File: src/rtl/wcs_cfg.svh
`ifndef WCS_CFG_SVH
`define WCS_CFG_SVH
// ----------------------------------------------------------------------
// Clock and timing
// ----------------------------------------------------------------------
`define WCS_CLK_KHZ        20000
`define WCS_CEP_FAST_MS    32
`define WCS_CEP_SLOW_MS    250
`define WCS_BIT_US         500
`define WCS_CEP_FAST_CYC   (`WCS_CEP_FAST_MS * `WCS_CLK_KHZ)
`define WCS_CEP_SLOW_CYC   (`WCS_CEP_SLOW_MS * `WCS_CLK_KHZ)
`define WCS_BIT_CYC        ((`WCS_BIT_US * `WCS_CLK_KHZ) / 1000)
`define WCS_TMR_W          24
// ----------------------------------------------------------------------
// Packet headers and end-transfer reason codes
// ----------------------------------------------------------------------
`define WCS_HDR_END        8'h02
`define WCS_HDR_CEP        8'h03
`define WCS_RSN_UNKNOWN    8'h00
`define WCS_RSN_COMPLETE   8'h01
`define WCS_RSN_FAULT      8'h02
`define WCS_RSN_OVERTEMP   8'h03
`define WCS_RSN_OVERVOLT   8'h04
`define WCS_RSN_OVERCUR    8'h05
`define WCS_RSN_BATT_FAIL  8'h06
`define WCS_RSN_RECONFIG   8'h07
`define WCS_RSN_NO_RESP    8'h08
`define WCS_FRAME_BITS     5'd24
`endif

File: src/rtl/wcs_pkg.sv
package wcs_pkg;
  // Supervisor states
  typedef enum logic [2:0] {
    WCS_ST_START, WCS_ST_WAIT_TEMP, WCS_ST_CHARGE, WCS_ST_END_SEND, WCS_ST_OFF
  } wcs_state_t;
  // Temperature zones
  typedef enum logic [1:0] {WCS_Z_OUT, WCS_Z_COOL, WCS_Z_NORM, WCS_Z_WARM} wcs_zone_t;
  // Synchronised pin levels
  typedef struct packed {
    logic t1, t2, t3, t4;
    logic surge, rect_ok, ovp, converged, no_converge;
    logic ibat_low, taper, pre_to, fast_to;
    logic adapter, ctrl_hi, ctrl_lo, die_hot, limit_short;
    logic term_float, prof_mod;
  } wcs_pins_t;
endpackage : wcs_pkg

File: src/rtl/wcs_pkt_if.sv
`timescale 1ns/1ps
// Packet request from supervisor to modulator
interface wcs_pkt_if;
  logic       req;     // One-cycle request
  logic [7:0] hdr;     // Header byte
  logic [7:0] data;    // Payload byte
  logic       busy;    // Frame in progress
  logic       done;    // One-cycle frame end
  logic       mod_on;  // Switch drive
  modport src (output req, hdr, data, input busy, done, mod_on);
  modport mod (input req, hdr, data, output busy, done, mod_on);
endinterface : wcs_pkt_if

File: src/rtl/wcs_modtx.sv
`timescale 1ns/1ps
`include "wcs_cfg.svh"
// Serial load modulator: header, payload, xor check, LSB first
module wcs_modtx
  import wcs_pkg::*;
#(
  parameter int BIT_CYC = `WCS_BIT_CYC
)
(
  input wire logic clk,
  input wire logic reset_n,
  wcs_pkt_if.mod   pk
);
  typedef struct packed {
    logic                   busy;
    logic                   done;
    logic                   mod_on;
    logic [23:0]            sh;
    logic [4:0]             bits;
    logic [`WCS_TMR_W-1:0]  div;
  } wcs_mod_st_t;
  wcs_mod_st_t st_q, st_d;
  // --------------------------------------------------------------------
  // Bit sequencer
  // --------------------------------------------------------------------
  always_comb begin
    st_d      = st_q;
    st_d.done = 1'b0;
    if (!st_q.busy) begin
      // Requests while busy are never issued by the supervisor
      if (pk.req) begin
        st_d.busy   = 1'b1;
        st_d.sh     = {pk.hdr ^ pk.data, pk.data, pk.hdr};
        st_d.bits   = `WCS_FRAME_BITS;
        st_d.div    = '0;
        st_d.mod_on = pk.hdr[0];
      end
    end else if (st_q.div == `WCS_TMR_W'(BIT_CYC - 1)) begin
      st_d.div = '0;
      if (st_q.bits == 5'h01) begin
        st_d.busy   = 1'b0;
        st_d.done   = 1'b1;
        st_d.mod_on = 1'b0;
      end else begin
        st_d.bits   = st_q.bits - 5'h01;
        st_d.sh     = {1'b0, st_q.sh[23:1]};
        st_d.mod_on = st_q.sh[1];
      end
    end else begin
      st_d.div = st_q.div + `WCS_TMR_W'(1);
    end
  end
  always_ff @(posedge clk or negedge reset_n) begin
    if (!reset_n) begin
      st_q <= '0;
    end else begin
      st_q <= st_d;
    end
  end
  assign pk.busy   = st_q.busy;
  assign pk.done   = st_q.done;
  assign pk.mod_on = st_q.mod_on;
  // switches only move inside a frame
  mod_idle_a: assert property (@(posedge clk) disable iff (!reset_n)
    !st_q.busy |-> !st_q.mod_on) else $error("switch closed outside frame");
endmodule : wcs_modtx

File: src/rtl/wcs_top.sv
`timescale 1ns/1ps
`include "wcs_cfg.svh"
module wcs_top
  import wcs_pkg::*;
#(
  parameter int CEP_FAST_CYC = `WCS_CEP_FAST_CYC,
  parameter int CEP_SLOW_CYC = `WCS_CEP_SLOW_CYC,
  parameter int BIT_CYC      = `WCS_BIT_CYC
)
(
  input  wire logic clk,
  input  wire logic reset_n,
  input  wire logic temp_past_cold_limit,
  input  wire logic temp_past_cool_zone,
  input  wire logic temp_past_warm_zone,
  input  wire logic temp_past_hot_limit,
  input  wire logic rect_surge,
  input  wire logic rect_acceptable,
  input  wire logic input_overvoltage,
  input  wire logic rect_converged,
  input  wire logic rect_no_converge,
  input  wire logic ibat_below_term,
  input  wire logic taper_phase,
  input  wire logic precharge_timeout,
  input  wire logic fastcharge_timeout,
  input  wire logic adapter_present,
  input  wire logic ctrl_pin_high,
  input  wire logic ctrl_pin_low,
  input  wire logic die_overtemp,
  input  wire logic current_limit_short,
  input  wire logic term_pin_floating,
  input  wire logic profile_modified,
  input  wire logic [7:0] rect_error,
  output logic      charge_enable,
  output logic      current_limit_half,
  output logic      voltage_target_reduced,
  output logic      comm_current_clamp,
  output logic      output_high_z,
  output logic      charge_status_output_val,
  output logic      charge_status_output_oe,
  output logic      modulation_switch_a,
  output logic      modulation_switch_b,
  output logic [7:0] end_reason,
  output logic      end_reason_valid
);
  // ----------------------------------------------------------------------
  // State
  // ----------------------------------------------------------------------
  typedef struct packed {
    wcs_pins_t              s1;        // First sync stage
    wcs_pins_t              s2;        // Second sync stage
    wcs_state_t             state;     // Supervisor state
    logic                   fast;      // Fast packet cadence
    logic [`WCS_TMR_W-1:0]  cnt;       // Packet interval timer
    logic [7:0]             reason;    // Latched end reason
    logic                   rsn_vld;   // Reason latched
    logic                   end_sent;  // End packet handed over
    logic                   chg_en;    // Charger output enable
    logic                   cur_half;  // Current derating
    logic                   v_red;     // Voltage derating
    logic                   hiz;       // Output parked
    logic                   req;       // Packet request pulse
    logic [7:0]             hdr;       // Packet header
    logic [7:0]             data;      // Packet payload
  } wcs_top_st_t;

  wcs_top_st_t st_q, st_d;  // Registered state and next value
  wcs_pins_t   pin_raw;     // Asynchronous pin levels
  wcs_pins_t   p;           // Synchronised pin levels
  wcs_zone_t   zone;        // Present temperature zone
  logic        in_win;      // Inside threshold one-four window
  logic        z_half;      // Zone asks for half current
  logic        z_vred;      // Zone asks for reduced voltage
  logic        active;      // Power transfer states
  logic        cep_due;     // Error packet interval elapsed
  logic [7:0]  cand;        // Candidate reason code
  logic        cand_vld;    // A termination condition is present

  wcs_pkt_if pk ();

  // ----------------------------------------------------------------------
  // Pin gathering
  // ----------------------------------------------------------------------
  always_comb begin
    pin_raw.t1          = temp_past_cold_limit;
    pin_raw.t2          = temp_past_cool_zone;
    pin_raw.t3          = temp_past_warm_zone;
    pin_raw.t4          = temp_past_hot_limit;
    pin_raw.surge       = rect_surge;
    pin_raw.rect_ok     = rect_acceptable;
    pin_raw.ovp         = input_overvoltage;
    pin_raw.converged   = rect_converged;
    pin_raw.no_converge = rect_no_converge;
    pin_raw.ibat_low    = ibat_below_term;
    pin_raw.taper       = taper_phase;
    pin_raw.pre_to      = precharge_timeout;
    pin_raw.fast_to     = fastcharge_timeout;
    pin_raw.adapter     = adapter_present;
    pin_raw.ctrl_hi     = ctrl_pin_high;
    pin_raw.ctrl_lo     = ctrl_pin_low;
    pin_raw.die_hot     = die_overtemp;
    pin_raw.limit_short = current_limit_short;
    pin_raw.term_float  = term_pin_floating;
    pin_raw.prof_mod    = profile_modified;
  end

  // Only the second stage is ever looked at
  assign p = st_q.s2;

  // ----------------------------------------------------------------------
  // Temperature zone
  // ----------------------------------------------------------------------
  wcs_zone u_zone (
    .t1        (p.t1),
    .t2        (p.t2),
    .t3        (p.t3),
    .t4        (p.t4),
    .prof_mod  (p.prof_mod),
    .zone      (zone),
    .in_window (in_win),
    .cur_half  (z_half),
    .volt_red  (z_vred)
  );

  // ----------------------------------------------------------------------
  // Load modulator
  // ----------------------------------------------------------------------
  wcs_modtx #(
    .BIT_CYC (BIT_CYC)
  ) u_modtx (
    .clk     (clk),
    .reset_n (reset_n),
    .pk      (pk)
  );

  assign pk.req  = st_q.req;
  assign pk.hdr  = st_q.hdr;
  assign pk.data = st_q.data;

  // ----------------------------------------------------------------------
  // Reason selection
  // ----------------------------------------------------------------------
  // Fixed priority only decides ties within one cycle
  always_comb begin
    cand     = `WCS_RSN_UNKNOWN;
    cand_vld = 1'b1;
    if (p.adapter || p.ctrl_hi) begin
      cand = `WCS_RSN_UNKNOWN;
    end else if (p.die_hot || p.limit_short) begin
      cand = `WCS_RSN_FAULT;
    end else if (p.ctrl_lo || (st_q.state == WCS_ST_CHARGE && !in_win)) begin
      cand = `WCS_RSN_OVERTEMP;
    end else if (p.pre_to || p.fast_to) begin
      cand = `WCS_RSN_BATT_FAIL;
    end else if (p.no_converge) begin
      cand = `WCS_RSN_NO_RESP;
    end else if (st_q.state == WCS_ST_CHARGE && p.taper && p.ibat_low &&
                 !p.term_float) begin
      cand = `WCS_RSN_COMPLETE;
    end else begin
      cand_vld = 1'b0;
    end
  end

  // ----------------------------------------------------------------------
  // Supervisor next state
  // ----------------------------------------------------------------------
  assign active  = (st_q.state == WCS_ST_START) || (st_q.state == WCS_ST_WAIT_TEMP) ||
                   (st_q.state == WCS_ST_CHARGE);
  assign cep_due = st_q.cnt >= (st_q.fast ? `WCS_TMR_W'(CEP_FAST_CYC - 1) :
                                            `WCS_TMR_W'(CEP_SLOW_CYC - 1));

  always_comb begin
    st_d     = st_q;
    st_d.s1  = pin_raw;
    st_d.s2  = st_q.s1;
    st_d.req = 1'b0;
    // surge or overvoltage speeds packets
    // Set beats the settle clear in the same cycle
    st_d.fast = p.surge || p.ovp || (st_q.fast && !p.rect_ok);
    if (active && !st_q.rsn_vld && cand_vld) begin
      st_d.rsn_vld = 1'b1;
      st_d.reason  = cand;
    end
    // Interval timer saturates at the due count until an error packet is requested
    if (active && !cep_due) begin
      st_d.cnt = st_q.cnt + `WCS_TMR_W'(1);
    end
    if (active && cep_due && !pk.busy && !st_q.req && !st_q.rsn_vld) begin
      st_d.req  = 1'b1;
      st_d.hdr  = `WCS_HDR_CEP;
      st_d.data = rect_error;
      st_d.cnt  = '0;
    end
    case (st_q.state)
      WCS_ST_START: begin
        st_d.chg_en = 1'b0;
        if (p.converged) begin
          st_d.state = in_win ? WCS_ST_CHARGE : WCS_ST_WAIT_TEMP;
        end
      end
      WCS_ST_WAIT_TEMP: begin
        st_d.chg_en = 1'b0;
        if (in_win) begin
          st_d.state = WCS_ST_CHARGE;
        end
      end
      WCS_ST_CHARGE: begin
        st_d.chg_en = !p.ovp && in_win;
      end
      WCS_ST_END_SEND: begin
        st_d.chg_en = 1'b0;
        if (!st_q.end_sent && !pk.busy && !st_q.req) begin
          st_d.req      = 1'b1;
          st_d.hdr      = `WCS_HDR_END;
          st_d.data     = st_q.reason;
          st_d.end_sent = 1'b1;
        end else if (st_q.end_sent && pk.done) begin
          st_d.state = WCS_ST_OFF;
        end
      end
      WCS_ST_OFF: begin
        st_d.chg_en = 1'b0;
        st_d.hiz    = 1'b1;
      end
      default: begin
        st_d.state  = WCS_ST_START;
        st_d.chg_en = 1'b0;
      end
    endcase
    // A latched reason pre-empts every transfer state
    if (active && st_q.rsn_vld) begin
      st_d.state  = WCS_ST_END_SEND;
      st_d.chg_en = 1'b0;
    end
    st_d.cur_half = z_half && (st_d.state == WCS_ST_CHARGE);
    st_d.v_red    = z_vred && (st_d.state == WCS_ST_CHARGE);
  end

  // ----------------------------------------------------------------------
  // State register
  // ----------------------------------------------------------------------
  always_ff @(posedge clk or negedge reset_n) begin
    if (!reset_n) begin
      st_q <= '0;
    end else begin
      st_q <= st_d;
    end
  end

  // ----------------------------------------------------------------------
  // Outputs
  // ----------------------------------------------------------------------
  assign charge_enable          = st_q.chg_en;
  assign current_limit_half     = st_q.cur_half;
  assign voltage_target_reduced = st_q.v_red;
  assign comm_current_clamp     = pk.busy;
  assign output_high_z          = st_q.hiz;
  assign charge_status_output_val = 1'b0;
  assign charge_status_output_oe = st_q.chg_en;
  assign modulation_switch_a    = pk.mod_on;
  assign modulation_switch_b    = pk.mod_on;
  assign end_reason             = st_q.reason;
  assign end_reason_valid       = st_q.rsn_vld;

  // ----------------------------------------------------------------------
  // Checks
  // ----------------------------------------------------------------------
  // enable only after convergence
  conv_gate_a: assert property (@(posedge clk) disable iff (!reset_n)
    $rose(st_q.chg_en) |-> $past(st_q.state) == WCS_ST_CHARGE ||
    $past(p.converged, 2)) else $error("charger enabled before convergence");

  temp_window_a: assert property (@(posedge clk) disable iff (!reset_n)
    $rose(st_q.chg_en) |-> $past(in_win)) else $error("charge started out of window");

  cur_derate_a: assert property (@(posedge clk) disable iff (!reset_n)
    (st_d.state == WCS_ST_CHARGE && !p.prof_mod &&
     (zone == WCS_Z_COOL || zone == WCS_Z_WARM)) |=> st_q.cur_half)
    else $error("current not halved");

  cur_full_a: assert property (@(posedge clk) disable iff (!reset_n)
    p.prof_mod |=> !st_q.cur_half) else $error("modified profile derated current");

  volt_warm_a: assert property (@(posedge clk) disable iff (!reset_n)
    (st_d.state == WCS_ST_CHARGE && zone == WCS_Z_WARM) |=> st_q.v_red)
    else $error("voltage not reduced in warm zone");

  ovp_off_a: assert property (@(posedge clk) disable iff (!reset_n)
    p.ovp |=> !st_q.chg_en) else $error("output on during overvoltage");

  fast_cep_a: assert property (@(posedge clk) disable iff (!reset_n)
    (active && st_q.fast && cep_due && !pk.busy && !st_q.req && !st_q.rsn_vld)
    |=> st_q.req && st_q.hdr == `WCS_HDR_CEP) else $error("error packet late");

  end_hdr_a: assert property (@(posedge clk) disable iff (!reset_n)
    (st_q.req && st_q.state == WCS_ST_END_SEND) |-> st_q.hdr == `WCS_HDR_END &&
    st_q.data == st_q.reason) else $error("end packet malformed");

  no_bad_code_a: assert property (@(posedge clk) disable iff (!reset_n)
    st_q.rsn_vld |-> st_q.reason != `WCS_RSN_OVERVOLT &&
    st_q.reason != `WCS_RSN_OVERCUR && st_q.reason != `WCS_RSN_RECONFIG)
    else $error("forbidden reason code");

  reason_hold_a: assert property (@(posedge clk) disable iff (!reset_n)
    st_q.rsn_vld |=> st_q.rsn_vld && $stable(st_q.reason)) else $error("reason changed");

  off_park_a: assert property (@(posedge clk) disable iff (!reset_n)
    st_q.state == WCS_ST_OFF |=> st_q.hiz && !st_q.chg_en) else $error("output not parked");

  // status pin follows enable, enable implies charging
  status_pin_a: assert property (@(posedge clk) disable iff (!reset_n)
    charge_status_output_oe |-> st_q.state == WCS_ST_CHARGE ||
    $past(st_q.state) == WCS_ST_CHARGE) else $error("status on outside charging");
endmodule : wcs_top

File: src/rtl/wcs_zone.sv
`timescale 1ns/1ps
// Temperature zone decode; tN high means sensed voltage is past threshold N
module wcs_zone
  import wcs_pkg::*;
(
  input  wire logic t1,
  input  wire logic t2,
  input  wire logic t3,
  input  wire logic t4,
  input  wire logic prof_mod,
  output wcs_zone_t zone,
  output logic      in_window,
  output logic      cur_half,
  output logic      volt_red
);
  // --------------------------------------------------------------------
  // Zone decode
  // --------------------------------------------------------------------
  always_comb begin
    if (!t1 || t4) begin
      zone = WCS_Z_OUT;
    end else if (!t2) begin
      zone = WCS_Z_COOL;
    end else if (!t3) begin
      zone = WCS_Z_NORM;
    end else begin
      zone = WCS_Z_WARM;
    end
  end
  assign in_window = (zone != WCS_Z_OUT);
  assign cur_half  = !prof_mod && (zone == WCS_Z_COOL || zone == WCS_Z_WARM);
  assign volt_red  = (zone == WCS_Z_WARM);
endmodule : wcs_zone

File: config.mk
export PLATFORM = sky130hd
export DESIGN_NAME = wcs_top
export DESIGN_NICKNAME = d
export VERILOG_FILES = /design/src/rtl/wcs_pkg.sv /design/src/rtl/wcs_pkt_if.sv /design/src/rtl/wcs_modtx.sv /design/src/rtl/wcs_top.sv /design/src/rtl/wcs_zone.sv
export VERILOG_INCLUDE_DIRS = /design/src /design/src/rtl
export SDC_FILE = /design/constraint.sdc
export NUM_CORES = 1
export LEC_CHECK = 0
export BUFFER_PORTS_ARGS = -buffer_cell sky130_fd_sc_hd__buf_2
export CELL_PAD_IN_SITES_DETAIL_PLACEMENT = 1
export CELL_PAD_IN_SITES_GLOBAL_PLACEMENT = 2
export CORE_MARGIN = 5
export CORE_UTILIZATION = 43
export CTS_CLUSTER_DIAMETER = 120
export DETAILED_ROUTE_END_ITERATION = 6
export PLACE_DENSITY = 0.88
export SLEW_MARGIN = 40
export SYNTH_ARGS = -nofsm -noshare
export SYNTH_HDL_FRONTEND = slang
export SYNTH_HIERARCHICAL = 1
export SYNTH_SLANG_ARGS = --single-unit
File: constraint.sdc
create_clock -name clk -period 3.6 [get_ports clk]
set_input_delay 0.36 -clock clk [delete_from_list [all_inputs] [get_ports clk]]
set_output_delay 0.36 -clock clk [all_outputs]
set_load 0.02 [all_outputs]
==> qor.txt <==
Warnings, synthesis -> 6
Setup_tns -> 0 ps
Slew Limit Headroom -> 44.64%
Period minus WS final -> 2783 ps
Pleak -> 3.498 nW
Clock-pin slew on the worst setup and hold paths -> 70 ps
Starting Density -> 43.82%
Hold EP -> st_d[74]
H-tree depth -> 4
Clock skew -> 7.975 ps
CTS tree -> done
Detailed Route WL -> 16930 µm
Site Rows -> 46
Worst path required time -> 3920 ps
Post-CTS resize count -> 0
Switching Fraction -> 26.85%
Worst slew pin tran -> 830.3 ps
DP HPWL -> 11260 µm
Crit Path Max Fanout -> 11
Status -> finished, final reports clean
CP Capture Type -> flip-flop
Crit path kind -> reg2reg
Reg2reg setup slack -> 820 ps
VDD IR max -> 0.0003712 V
Fmax -> 0.3593 GHz
Max Buffers Root-to-Sink -> 2
P_int -> 2.889 mW
Final Hold Fails -> 0
Vias per cell -> 5.656
Largest net degree at the start of global routing -> 81
Fill cells -> 1705
Clock root buffer -> clkbuf_16
Syn_area_per_cell -> 10.62 µm²
PD cells -> 498.7 nW/µm²
Hold_sp -> rect_surge
Hold WC Path Type -> in2reg
Final core occ -> 50.02%
Vias in the first global route -> 5618
Final Max Tran Viols -> 0
Area Growth Syn to Fin -> 14.16%
Die width -> 137 µm
Core area -> 15830 µm²
Syn Std Cell Area -> 6935 µm²
RD Place Congestion -> 0.8209
DR DRC count -> 0
Layout cells sized above 1 -> 17.29%
Die ar. -> 18770 µm²
Comb pwr share -> 6.0%
ANT cells -> 0
Clock Sinks -> 150
Final worst-path cycle share -> 77.31%
Overflow after GRT -> 0
Num CTS Buffers -> 17
R2r startpoint -> st_q[55]
Routed vias -> 5181
Tot GR Track Use -> 19.47%
WL/cell -> 18.48 µm
Crit path DAT -> 3100 ps
Final ANT Viol Nets -> 0
First-pass GRT wire length -> 28710 µm
IO Pins -> 48
Final setup viols -> 0
Switching pwr -> 1.060 mW
Sequential share of power -> 47.0%
Max-Cap Viols -> 0
Reg2Reg Depth -> 9
Reg2Reg Capture Point -> pk.data[3]
Final nets -> 728
Power after layout -> 3.949 mW
Worst hold path cell count -> 1
First-pass DRT Iterations -> 4
Die height -> 137 µm
DRT iter0 DRCs -> 327
Unrepaired setup endpoints after global routing -> false
Clock Latency Late Sink -> 430 ps
Cells after Synth -> 653
Type of origin of the critical path -> flip-flop
Clock network power share -> 47.0%
Initial antenna violation count -> 0
I/O Buffers -> 42
registers in the layout (all words and copies together) (netlist names), 4 cells and up:
register and flops:
st_d 20, st_q 29, p 20, u_modtx/st_q 52, end_reason 4, pk.hdr 8, pk.data 8
routing by layer:
layer / wire length [µm] / track usage [%] / up-vias
li1: - / - / 2410
met1: 7376 / 24.36 / 2656
met2: 8658 / 33.13 / 83
met3: 560 / 4.191 / 32
met4: 337 / 7.262 / 0
met5: 0 / 0 / -
worst max-delay path, stage by stage (launching register included):
cell and delay [ps]:
dfrtp_1 430, inv_1 170, ha_1 270, a21oi_1 210, a2111oi_2 90, nor4_4 560, a21oi_2 120, nor2_1 420
inv_2 130, o221a_2 270
layout make-up:
type	count	area, µm²	share of cell area, %
clock buffer	17	425.4	5.373
clock inverter	15	197.7	2.497
inverter	32	120.1	1.517
multi-input combinational	434	2841	35.89
sequential	150	3754	47.41
tap	216	270.3	3.413
timing repair buffer	52	309.0	3.903
metrics by stage:
| stage | std cells | setup slack, ps | instance area (µm²) | hold WS (ps) |
|---|---|---|---|---|
| finish | 916 | 816.7 | 7918 | 24.65 |
| global route | 916 | 592.7 | 7918 | 6.106 |
| CTS | 916 | 802.2 | 7915 | 12.63 |
| detailed placement | 883 | 805.9 | 7282 | 336.2 |
| global placement | 883 | 984.3 | 7277 | 333.5 |
| floorplan | 657 | 1298 | 6950 | 64.41 |
cell usage in the layout, fill, tap and decap left out, drive strengths merged, types with 7 or more instances in the layout:
cell type / count
nor3: 12
nor2: 47
ha: 11
xnor2: 9
nand4: 26
nand2b: 13
a221o: 7
a21oi: 40
mux2i: 10
inv: 41
o21ai: 34
buf: 50
and3: 14
clkbuf: 18
o22ai: 19
dfrtp: 150
nand2: 44
nor4: 18
or3: 10
and2: 9
xor2: 16
nand3: 27
power by group through the flow:
stage / registers, mW / clock network, mW / logic [mW]
finish: 1.86 / 1.86 / 0.237
global route: 1.87 / 1.97 / 0.268
CTS: 1.86 / 1.90 / 0.242
detailed placement: 1.89 / 0 / 0.237
global placement: 1.88 / 0 / 0.221
floorplan: 1.86 / 0 / 0.153
how the worst max path moves through the flow:
stage	start	to	slack, ps	cells past startpoint
finish	st_q[55]	pk.data[3]	820	9
global route	st_q[55]	st_q[43]	590	8
CTS	st_q[55]	pk.data[3]	800	9
detailed placement	st_q[55]	pk.data[3]	810	9
global placement	st_q[42]	st_q[34]	980	8
floorplan	st_q[49]	st_q[45]	1300	7
timing repair:
item / CTS / global route
buffers inserted: 0 / 0
hold endpoints to repair: 10 / 0
hold buffers: 1 / 0
Power figures use the tool's default switching activity.
